<file path="src/design/host_regs_pkg.sv">
// Shared constants for the host register group and its bus controller.
// Assumes a 16-bit word bus with byte addresses; all registers are word aligned.
package host_regs_pkg;

  // ****************************************
  // Bus widths
  // ****************************************
  localparam int ADDR_W   = 16;   // Register bus byte address width
  localparam int DATA_W   = 16;   // Register bus data width
  localparam int MADDR_W  = 21;   // Indirect byte address width
  localparam int SRV_W    = 9;    // Service request flags
  localparam int MOD_W    = 8;    // Flags fed by internal modules

  // ****************************************
  // Device register offsets
  // ****************************************
  localparam logic [15:0] OFS_CHIP_SOFT_RESET  = 16'h0000;
  localparam logic [15:0] OFS_MAIN_STATUS      = 16'h0002;
  localparam logic [15:0] OFS_LOW_ADDRESS      = 16'h0004;
  localparam logic [15:0] OFS_HIGH_ADDR_CMD    = 16'h0006;
  localparam logic [15:0] OFS_INDIRECT_DATA    = 16'h0008;
  localparam logic [15:0] OFS_INT_ENABLE_MASK  = 16'h000A;

  // ****************************************
  // Reset values
  // ****************************************
  localparam logic [15:0] RST_CHIP_SOFT_RESET  = 16'h0001;
  localparam logic [15:0] RST_ZERO             = 16'h0000;

  // ****************************************
  // Field positions
  // ****************************************
  localparam int BIT_RESET      = 0;   // Chip soft reset bit
  localparam int HI_ADDR_LSB    = 0;   // High address field, bits 4:0
  localparam int HI_ADDR_W      = 5;
  localparam int BIT_EXT_MEM    = 5;   // External memory select
  localparam int BIT_DIR_READ   = 6;   // 1 = read, 0 = write
  localparam int BIT_ACCESS     = 7;   // Access in progress
  localparam int BIT_DONE_EN    = 8;   // Completion request enable
  localparam int BIT_HOST_SRV   = 8;   // Host interface request in status
  localparam int CMD_W          = 9;   // Writable bits of the command word

  // ****************************************
  // Controller register offsets (user side of the host end)
  // ****************************************
  localparam logic [3:0] CTL_ADDR_LO  = 4'h0;  // Byte address bits 15:0
  localparam logic [3:0] CTL_ADDR_HI  = 4'h2;  // Bits 4:0 addr, 5 ext, 6 read, 8 done enable
  localparam logic [3:0] CTL_DATA     = 4'h4;  // Write data in, read data out
  localparam logic [3:0] CTL_GO       = 4'h6;  // Write: bit0 go, bit1 reset write, bit2 value, bit3 mask
  localparam logic [3:0] CTL_STATUS   = 4'h8;  // Read: bit0 busy, bit1 irq seen

  localparam int CTL_BIT_GO     = 0;
  localparam int CTL_BIT_RSTWR  = 1;
  localparam int CTL_BIT_RSTVAL = 2;
  localparam int CTL_BIT_MASKWR = 3;   // Data register goes to the enable mask
  localparam int CTL_BIT_BUSY   = 0;
  localparam int CTL_BIT_IRQ    = 1;

endpackage

</file>
<file path="src/design/host_bus_if.sv">
// Parallel register bus between the host controller and the device register group.
// Assumes one clock for both ends; read data is valid the cycle after the read strobe.
`timescale 1ns/1ps

interface host_bus_if;
  logic [15:0] addr;    // Byte address
  logic [15:0] wdata;   // Write data
  logic        wrStb;   // One-cycle write strobe
  logic        rdStb;   // One-cycle read strobe
  logic [15:0] rdata;   // Read data, one cycle after rdStb
  logic        irqN;    // Interrupt, active low level

  // ****************************************
  // Modports
  // ****************************************
  modport device (input addr, input wdata, input wrStb, input rdStb,
                  output rdata, output irqN);
  modport host   (output addr, output wdata, output wrStb, output rdStb,
                  input rdata, input irqN);
endinterface

</file>
<file path="src/design/host_indirect_access_regs.sv">
// Device end: host register group with chip soft reset, status, interrupt
// and the indirect memory access engine.
// Assumes the memory side answers each request with a one-cycle memAck.
`timescale 1ns/1ps

module host_indirect_access_regs (
  // Clock and reset
  input  wire logic        ref_clk,
  input  wire logic        rstn,
  // Register bus
  host_bus_if.device       bus,
  // Internal module service requests
  input  wire logic [7:0]  moduleSrv,
  // Chip soft reset to the rest of the device
  output logic             chipReset,
  // Indirect memory port
  output logic             memReq,
  output logic             memWrite,
  output logic             memExt,
  output logic [20:0]      memAddr,
  output logic [15:0]      memWdata,
  input  wire logic [15:0] memRdata,
  input  wire logic        memAck
);

  // ****************************************
  // Declarations
  // ****************************************
  typedef enum logic [0:0] {ENG_IDLE, ENG_BUSY} eng_state_e;

  logic [15:1] lowAddress;      // Byte address bits 15:1
  logic [4:0]  highAddress;     // Byte address bits 20:16
  logic        extSelect;       // External memory select
  logic        dirRead;         // Direction, 1 = read
  logic        accessBusy;      // Access in progress
  logic        doneEnable;      // Completion request enable
  logic [15:0] indirectData;    // Indirect data value
  logic [8:0]  intEnable;       // Interrupt enable mask
  logic [8:0]  serviceFlags;    // Main status flags
  logic [15:0] next_rdata;      // Read mux output
  eng_state_e  engState;        // Indirect engine state
  logic        wrLow;           // Decoded writes
  logic        wrHigh;
  logic        wrData;
  logic        startCycle;      // Host asks for a new indirect cycle
  logic        cycleDone;       // Memory side has answered

  // Address match for a write
  function automatic logic hit(input logic [15:0] a, input logic [15:0] ofs);
    hit = (a == ofs);
  endfunction

  assign wrLow      = bus.wrStb && hit(bus.addr, host_regs_pkg::OFS_LOW_ADDRESS);
  assign wrHigh     = bus.wrStb && hit(bus.addr, host_regs_pkg::OFS_HIGH_ADDR_CMD);
  assign wrData     = bus.wrStb && hit(bus.addr, host_regs_pkg::OFS_INDIRECT_DATA);
  // A set of the busy bit while already busy is ignored
  assign startCycle = wrHigh && bus.wdata[host_regs_pkg::BIT_ACCESS] && !accessBusy;
  assign cycleDone  = (engState == ENG_BUSY) && memAck;

  // ****************************************
  // Chip soft reset
  // ****************************************
  // This register ignores the bit, as do all but the module flags, so software can always release it
  always_ff @(posedge ref_clk or negedge rstn) begin
    if (!rstn) begin
      chipReset <= host_regs_pkg::RST_CHIP_SOFT_RESET[host_regs_pkg::BIT_RESET];
    end else if (bus.wrStb && hit(bus.addr, host_regs_pkg::OFS_CHIP_SOFT_RESET)) begin
      chipReset <= bus.wdata[host_regs_pkg::BIT_RESET];
    end
  end

  // ****************************************
  // Address and command fields
  // ****************************************
  // Fields stay writable while busy; the engine uses its latched copy
  always_ff @(posedge ref_clk or negedge rstn) begin
    if (!rstn) begin
      lowAddress  <= '0;
      highAddress <= '0;
      extSelect   <= 1'b0;
      dirRead     <= 1'b0;
      doneEnable  <= 1'b0;
    end else begin
      if (wrLow) begin
        lowAddress <= bus.wdata[15:1];
      end
      if (wrHigh) begin
        highAddress <= bus.wdata[host_regs_pkg::HI_ADDR_LSB +: host_regs_pkg::HI_ADDR_W];
        extSelect   <= bus.wdata[host_regs_pkg::BIT_EXT_MEM];
        dirRead     <= bus.wdata[host_regs_pkg::BIT_DIR_READ];
        doneEnable  <= bus.wdata[host_regs_pkg::BIT_DONE_EN];
      end
    end
  end

  // ****************************************
  // Busy bit and indirect engine
  // ****************************************
  // Busy clears only on completion; writing zero to it has no effect
  always_ff @(posedge ref_clk or negedge rstn) begin
    if (!rstn) begin
      accessBusy <= 1'b0;
      engState   <= ENG_IDLE;
    end else begin
      case (engState)
        ENG_IDLE: begin
          if (startCycle) begin
            accessBusy <= 1'b1;
            engState   <= ENG_BUSY;
          end
        end
        ENG_BUSY: begin
          if (memAck) begin
            accessBusy <= 1'b0;
            engState   <= ENG_IDLE;
          end
        end
        default: begin
          accessBusy <= 1'b0;
          engState   <= ENG_IDLE;
        end
      endcase
    end
  end

  // Memory request, with target captured from the live fields at start
  always_ff @(posedge ref_clk or negedge rstn) begin
    if (!rstn) begin
      memReq   <= 1'b0;
      memWrite <= 1'b0;
      memExt   <= 1'b0;
      memAddr  <= '0;
      memWdata <= '0;
    end else if (startCycle) begin
      memReq   <= 1'b1;
      // Takes the fields being written in this same cycle
      memWrite <= !bus.wdata[host_regs_pkg::BIT_DIR_READ];
      memExt   <= bus.wdata[host_regs_pkg::BIT_EXT_MEM];
      memAddr  <= {bus.wdata[host_regs_pkg::HI_ADDR_LSB +: host_regs_pkg::HI_ADDR_W],
                   lowAddress, 1'b0};
      memWdata <= indirectData;
    end else if (cycleDone) begin
      memReq   <= 1'b0;
    end
  end

  // ****************************************
  // Indirect data register
  // ****************************************
  // Completion of a read wins over a host write in the same cycle
  always_ff @(posedge ref_clk or negedge rstn) begin
    if (!rstn) begin
      indirectData <= host_regs_pkg::RST_ZERO;
    end else if (cycleDone && !memWrite) begin
      indirectData <= memRdata;
    end else if (wrData) begin
      indirectData <= bus.wdata;
    end
  end

  // ****************************************
  // Interrupt enable mask
  // ****************************************
  always_ff @(posedge ref_clk or negedge rstn) begin
    if (!rstn) begin
      intEnable <= host_regs_pkg::RST_ZERO[8:0];
    end else if (bus.wrStb && hit(bus.addr, host_regs_pkg::OFS_INT_ENABLE_MASK)) begin
      intEnable <= bus.wdata[8:0];
    end
  end

  // ****************************************
  // Service flags and interrupt
  // ****************************************
  // Module flags are forced low while those modules sit in reset
  always_ff @(posedge ref_clk or negedge rstn) begin
    if (!rstn) begin
      serviceFlags <= host_regs_pkg::RST_ZERO[8:0];
    end else begin
      serviceFlags[7:0] <= chipReset ? 8'h00 : moduleSrv;
      serviceFlags[host_regs_pkg::BIT_HOST_SRV] <= doneEnable && !accessBusy;
    end
  end

  // Registered level, one cycle behind the flags
  always_ff @(posedge ref_clk or negedge rstn) begin
    if (!rstn) begin
      bus.irqN <= 1'b1;
    end else begin
      bus.irqN <= !(|(serviceFlags & intEnable));
    end
  end

  // ****************************************
  // Read path
  // ****************************************
  // Every register stays readable during a busy cycle
  always_comb begin
    next_rdata = host_regs_pkg::RST_ZERO;
    case (bus.addr)
      host_regs_pkg::OFS_CHIP_SOFT_RESET: next_rdata[host_regs_pkg::BIT_RESET] = chipReset;
      host_regs_pkg::OFS_MAIN_STATUS:     next_rdata[8:0] = serviceFlags;
      host_regs_pkg::OFS_LOW_ADDRESS:     next_rdata[15:1] = lowAddress;
      host_regs_pkg::OFS_HIGH_ADDR_CMD: begin
        next_rdata[host_regs_pkg::HI_ADDR_LSB +: host_regs_pkg::HI_ADDR_W] = highAddress;
        next_rdata[host_regs_pkg::BIT_EXT_MEM]  = extSelect;
        next_rdata[host_regs_pkg::BIT_DIR_READ] = dirRead;
        next_rdata[host_regs_pkg::BIT_ACCESS]   = accessBusy;
        next_rdata[host_regs_pkg::BIT_DONE_EN]  = doneEnable;
      end
      host_regs_pkg::OFS_INDIRECT_DATA:   next_rdata = indirectData;
      host_regs_pkg::OFS_INT_ENABLE_MASK: next_rdata[8:0] = intEnable;
      default:                            next_rdata = host_regs_pkg::RST_ZERO;
    endcase
  end

  // Read data stand only in the cycle after the strobe
  always_ff @(posedge ref_clk or negedge rstn) begin
    if (!rstn) begin
      bus.rdata <= host_regs_pkg::RST_ZERO;
    end else if (bus.rdStb) begin
      bus.rdata <= next_rdata;
    end else begin
      bus.rdata <= host_regs_pkg::RST_ZERO;
    end
  end

endmodule

</file>
<file path="src/flat_wrapper.sv">
// flat-port wrapper written by rule: the top's interface ports become plain ports
module host_indirect_access_regs_flat 
  (ref_clk, rstn, moduleSrv, chipReset, memReq, memWrite, memExt, memAddr, memWdata, memRdata, memAck, bus_addr, bus_wdata, bus_wrStb, bus_rdStb, bus_rdata, bus_irqN);
  host_bus_if bus_i ();
  input  wire logic ref_clk;
  input  wire logic rstn;
  input  wire logic [7:0] moduleSrv;
  output logic chipReset;
  output logic memReq;
  output logic memWrite;
  output logic memExt;
  output logic [20:0] memAddr;
  output logic [15:0] memWdata;
  input  wire logic [15:0] memRdata;
  input  wire logic memAck;
  input wire logic [$bits(bus_i.addr)-1:0] bus_addr;
  input wire logic [$bits(bus_i.wdata)-1:0] bus_wdata;
  input wire logic [$bits(bus_i.wrStb)-1:0] bus_wrStb;
  input wire logic [$bits(bus_i.rdStb)-1:0] bus_rdStb;
  output wire logic [$bits(bus_i.rdata)-1:0] bus_rdata;
  output wire logic [$bits(bus_i.irqN)-1:0] bus_irqN;
  assign bus_i.addr = bus_addr;
  assign bus_i.wdata = bus_wdata;
  assign bus_i.wrStb = bus_wrStb;
  assign bus_i.rdStb = bus_rdStb;
  assign bus_rdata = bus_i.rdata;
  assign bus_irqN = bus_i.irqN;
  host_indirect_access_regs u_core (.ref_clk(ref_clk), .rstn(rstn), .bus(bus_i), .moduleSrv(moduleSrv), .chipReset(chipReset), .memReq(memReq), .memWrite(memWrite), .memExt(memExt), .memAddr(memAddr), .memWdata(memWdata), .memRdata(memRdata), .memAck(memAck));
endmodule
</file>
<file path="config.mk">
export PLATFORM = sky130hd
export DESIGN_NAME = host_indirect_access_regs_flat
export DESIGN_NICKNAME = d
export VERILOG_FILES = /design/src/design/host_regs_pkg.sv /design/src/design/host_bus_if.sv /design/src/design/host_indirect_access_regs.sv /design/src/flat_wrapper.sv
export SDC_FILE = /design/constraint.sdc
export NUM_CORES = 1
export LEC_CHECK = 0
export ABC_AREA = 1
export BUFFER_PORTS_ARGS = -buffer_cell sky130_fd_sc_hd__buf_4
export CORE_ASPECT_RATIO = 0.75
export CORE_MARGIN = 2
export CORE_UTILIZATION = 37
export CTS_CLUSTER_SIZE = 16
export DETAILED_ROUTE_END_ITERATION = 16
export PLACE_DENSITY = 0.69
export REMOVE_ABC_BUFFERS = 1
export SYNTH_ARGS = -nofsm -noshare
export SYNTH_HDL_FRONTEND = slang
export SYNTH_SLANG_ARGS = --single-unit
</file>
<file path="constraint.sdc">
create_clock -name ref_clk -period 1.75 [get_ports ref_clk]
set_input_delay 0.175 -clock ref_clk [delete_from_list [all_inputs] [get_ports ref_clk]]
set_output_delay 0.175 -clock ref_clk [all_outputs]
set_load 0.05 [all_outputs]
</file>
## After elaboration in Yosys (flattened, before gate mapping)

Cells that the tools add are included.

| word-level totals | value |
|---|---|
| memories | 0 |
| logic and storage cells | 61 |
| flip-flop bits (word level) | 116 |
| bits of input ports | 61 |
| bits in read-only memories | 0 |
| output and inout bits | 58 |
| bits in latches | 0 |
| RAM bits | 0 |

| cells by class | value |
|---|---|
| $mul | 0 |
| bitwise logic cells | 2 |
| $add $sub $neg | 0 |
| divide/modulo/power cells | 0 |
| $lt $le $gt $ge | 0 |
| eq/ne operators | 7 |
| reductions and logical operators | 19 |
| multiplexer cells | 15 |
| shift-type cells | 0 |

Operators with widths:

| operator | count |
|---|---|
| 16-bit 2-to-1 mux | 3 |
| 8-bit one-hot mux with 5 select lines | 1 |
| 16-bit by 3-bit == test with 1-bit output (second input constant) | 2 |
| 16-bit by 4-bit == test with 1-bit output (second input constant) | 2 |
| 16-bit by 2-bit == test with 1-bit output (second input constant) | 1 |
| 16-bit zero test | 1 |
| 7-bit one-hot mux with 2 select lines | 1 |
| 1-bit logical AND | 10 |
| 9-bit AND | 1 |
| 9-bit OR reduction | 1 |
| 8-bit 2-to-1 mux | 1 |
| 1-bit 2-to-1 mux | 6 |
| 1-bit one-hot mux with 5 select lines | 1 |
| 1-bit zero test | 4 |
| 1-bit one-hot mux with 2 select lines | 2 |
| 2-bit nonzero test | 2 |
| 2-bit by 1-bit != test with 1-bit output (second input constant) | 1 |
| 2-bit != test (second input constant) | 1 |
| 2-bit AND reduction | 1 |
| 1-bit NOT | 1 |

## Depth between registers and ports, before layout

| logic depth | value |
|---|---|
| depth after elaboration | 6 |
| mapped depth | 11 |
| depth with buffers taken out | 9 |

## Worst setup path before layout

No wires, ideal clock.

| timing path | value |
|---|---|
| kind | register to register |
| start | register u_core.memWrite |
| end | register u_core.indirectData[10] |
| period minus slack after synthesis | 1,666 ps |
| arrival time | 1,529 ps |
| cell stages (with the launch flop) | 6 |
| library setup time | 137 ps |
| path buffers | 2 |
| path slack | 84 ps |
| required time | 1,613 ps |
| path through | dfrtp_1 -> or2_2 -> clkbuf_1 -> nand2_1 -> buf_1 -> a21oi_1 |

| on the way | value |
|---|---|
| cells in the longest elaborated chain, start to end | 3 |
| elaborated cells on any way between the ends | 4 |
| those cells by class | mux: 1; reduce/logical: 3 |

Ends and longest elaborated chain:

| what | line | text |
|---|---|---|
| start, declared | host_indirect_access_regs.sv:18 | `output logic memWrite,` |
| start signal, assigned | host_indirect_access_regs.sv:137 | `memWrite <= !bus.wdata[host_regs_pkg::BIT_DIR_READ];` |
| 1-bit zero test * | host_indirect_access_regs.sv:154 | `end else if (cycleDone && !memWrite) begin` |
| 1-bit logical AND * | host_indirect_access_regs.sv:154 |  |
| 16-bit 2-to-1 mux / 2-bit nonzero test (equally long branches) | n/a |  |
| end signal, assigned | host_indirect_access_regs.sv:153 | `indirectData <= host_regs_pkg::RST_ZERO;` |
| end signal, assigned | host_indirect_access_regs.sv:155 | `indirectData <= memRdata;` |
| end signal, assigned | host_indirect_access_regs.sv:157 | `indirectData <= bus.wdata;` |
| end, declared | host_indirect_access_regs.sv:37 | `logic [15:0] indirectData;` |

Mark *: on every way between the ends. The rest lies on a longest branch, timed or not.
A chain may end at the register's enable or synchronous reset.

## Worst setup path in the final report

| timing path | value |
|---|---|
| start | register u_core.chipReset |
| end | output chipReset |

RTL lines:

| what | line | text |
|---|---|---|
| start, declared | host_indirect_access_regs.sv:15 | `output logic chipReset,` |
| start signal, assigned | host_indirect_access_regs.sv:66 | `chipReset <= host_regs_pkg::RST_CHIP_SOFT_RESET[host_regs_pkg::BIT_RESET];` |
| start signal, assigned | host_indirect_access_regs.sv:68 | `chipReset <= bus.wdata[host_regs_pkg::BIT_RESET];` |
| end, declared | flat_wrapper.sv:8 | `output logic chipReset;` |

No word-level cell between the ends.

==> impl_summary.txt <==
----------------------------------------------------
[Synth]
  Yosys warns ... 0
  Cell area after synthesis ... 5094 sq um
  Synth cell types ... 29
  Most area-consuming cells after synthesis ... dfrtp_1, nand2_1, nand3_1
  Avg Synthesized Cell Area ... 8.546 sq um
  Register bit count reported by yosys ... 116
  Post-Synthesis Cells ... 596
  Library cell with the largest summed area after synthesis ... dfrtp_1
  Sequential fraction of the synthesis area ... between 50% and 60%
  Fraction of synthesized cell area taken by the top area cell type ... ~56%

[CTS]
  TritonCTS clock tree ... done
  Insertion delay to the later sink of the worst-skew pair ... 0.41 ns
  Buffer type at the clock tree root ... clkbuf_16
  TritonCTS Buffers ... 17
  Maximum level of the CTS H-tree ... 4
  Number of setup buffers added after CTS ... 0
  Deepest clock path buffer count ... 2
  Register clock-pin slew on the reported worst setup and hold paths ... around 0.050 ns
  Clock sink count ... roughly 120

[Finish]
  Layout Cell Area excl Fill ... 6939 sq um
  Post-Route Utilization ... 51.16%
  Ant. Diodes ... 0
  Net count reported at finish ... ~790
  Non-filler instance count after layout ... 918
  Relative area change from synthesis to final layout ... 36.23%
  Share of layout cells above drive strength 1 ... between 20% and 30%

[Critical path]
  Data arrival at the endpoint of the critical path ... between 1 and 1.5 ns
  Crit path max fanout ... 11
  Type of element capturing the critical path ... output port
  Cell type group with the largest total delay on the critical path ... flip-flops
  Critical Path Source Type ... register
  CP bufs+invs ... 1
  Category of the most critical setup path ... reg -> out
  Critical Path Max Stage Delay ... 0.67 ns
  Cell-by-cell listing of the critical path ... buf_4
  Critical-path top delay cell ... dfstp_2
  Req. time, crit path ... 1.57 ns

[Global routing]
  Largest net degree at the start of global routing ... 45
  Wire length of the first global-routing pass ... 22.37 mm
  Total Routing Usage GR ... 19.49%
  Number of antenna violations at the first check in global routing ... 0
  Number of global-route vias before repair ... between 4000 and 5000
  Remaining global-route overflow ... 0

[Timing]
  Final hold violations ... 0
  Tmin final ... about 1.5 ns
  Total setup violations reported at the end of the flow ... 0
  Worst setup skew after layout ... 0.006319 ns
  Highest clock frequency the design can meet ... ~660 MHz
  Final worst path period share ... 86.08%
  Total Neg Setup Slack ... 0 ns
  Worst hold slack after final layout ... about 0.015 ns
  Slew Limit Fails ... 0
  Setup repair after global routing missed its margin ... no
  Minimum setup slack in the final design ... 0.2435 ns

[Routing]
  Total wire length ... ~14 mm
  Detail-routed net length per standard cell ... 14.89 um
  Residual DRC count ... 0
  Vias after detailed routing ... 4431
  Post-DR vias/cell ... 4.827
  Antenna viol nets, final ... 0
  Initial detailed-routing violation count ... approximately 230
  Pre-antenna DRT Iters ... 5

[Floorplan]
  Die Y ... 105.6 um
  Num ports ... 119
  Initial Util ... 37.55%
  Area inside the core boundary ... 13560 sq um
  Die Outline Area ... around 15000 sq um
  # rows ... 37
  Floorplan die width ... 139.5 um

[Status]
  Result of the run ... complete, no violations

[Place]
  Pre-CTS WS ... 0.1183 ns
  Count of buffers inserted at the top-level ports ... 117
  Post-placement cell count ... between 800 and 900
  Weighted congestion at the end of routability-driven global placement ... 0.8343
  Instance area after placement ... 6257 sq um
  HPWL after detailed placement ... between 9 and 10 mm

[Worst hold path]
  Class of the tightest hold or removal check ... in -> reg

[Power]
  Pleak ... 3.664 nW
  Power density relative to cell area ... 939.6 nW/um^2
  Total power after layout ... 6.520 mW
  Peak ir drop on the vdd network ... 0.7210 mV

[Job]
  Count of max-cap constraint violations ... 0

----------------------------------------------------
[cells by family after synthesis]
group | after synthesis | synth area share [%]
AO/OA/AOI/OAI | 77 | 8.131
buffers and inverters | 68 | 5.994
AND/OR/NAND/NOR | 334 | 28.76
flip-flops | 116 | 57.04
other | 1 | 0.07362
[layer usage]
layer / wire length, um / track usage (%)
met1: 6334 / 26.90
met2: 6469 / 30.60
met3: 680 / 3.998
met4: 185 / 7.143
met5: 0 / 0
[registers in the layout (all words and copies together) (netlist names), 5 cells and up]
signal               cells
u_core.bus.rdata        16
u_core.highAddress       5
u_core.indirectData     16
u_core.intEnable         9
u_core.lowAddress       15
u_core.memAddr          20
u_core.memWdata         16
u_core.serviceFlags      9
[area by class of cell]
class                      count  area [sq um]
inverter                      33         123.9
tap                          175         219.0
multi-input combinational    412          1891
clock buffer                  23         488.0
fill                        1242          6625
clock inverter                 9         101.3
sequential                   116          2905
timing repair buffer         150          1211
[synthesized netlist by cell type, drive strengths merged]
master  count
a211oi      1
a21oi      24
a22o        1
and2        2
buf        22
clkbuf     13
conb        1
dfrtp     114
dfstp       2
inv        33
nand2     172
nand3      94
nand4       1
nor2       63
o21a        8
o21ai      42
o31ai       1
or2         2
[where the power goes]
part | internal (mW) | leakage, nW | total (mW) | switching [mW]
Combinational | 0.154 | 1.81 | 0.331 | 0.177
Sequential | 2.74 | 1.56 | 2.79 | 0.0464
Clock | 2.23 | 0.293 | 3.40 | 1.17
[what timing repair did]
action	CTS	global route
endpoints found under the setup margin	0	14
hold endpoints to repair	35	0
hold buffers	9	0
resized for setup	0	1
[path summary, 6_finish.rpt]
kind / from / to / slack [ns] / cells after the start
max: u_core.chipReset / chipReset / 0.24 / 1
min in group asynchronous: rstn / u_core.memAddr[9] / 0.25 / 2
max in group asynchronous: rstn / u_core.memWdata[5] / 0.91 / 3
max reg2reg: u_core.engState / u_core.indirectData[4] / 0.30 / 6
min reg2reg: u_core.serviceFlags[6] / u_core.bus.irqN / 0.46 / 1
min: bus_wdata[2] / u_core.memAddr[18] / 0.02 / 3
[layout by cell type, fill, tap and decap left out]
cell,synthesis,layout
a211oi_1,1,1
a21oi_1,24,24
a22o_1,1,1
and2_0,1,1
and2_1,1,1
buf_12,0,5
buf_4,2,136
bufinv_16,0,2
clkbuf_1,13,2
clkbuf_16,0,17
clkbuf_8,0,4
clkinv_2,0,5
clkinv_4,0,1
clkinvlp_4,0,1
conb_1,1,1
dfrtp_1,114,114
dfstp_2,2,2
dlygate4sd3_1,0,9
inv_1,33,33
nand2_1,170,170
nand2_2,1,1
nand2_4,1,1
nand3_1,93,93
nand3_4,1,1
nand4_1,1,1
nor2_1,53,53
nor2_2,5,4
nor2_4,4,5
nor2_8,1,1
o21a_1,8,8
o21ai_0,26,26
o21ai_1,16,16
o31ai_1,1,1
or2_2,2,1
or2_4,0,1
(Power assumes the default switching activity.)
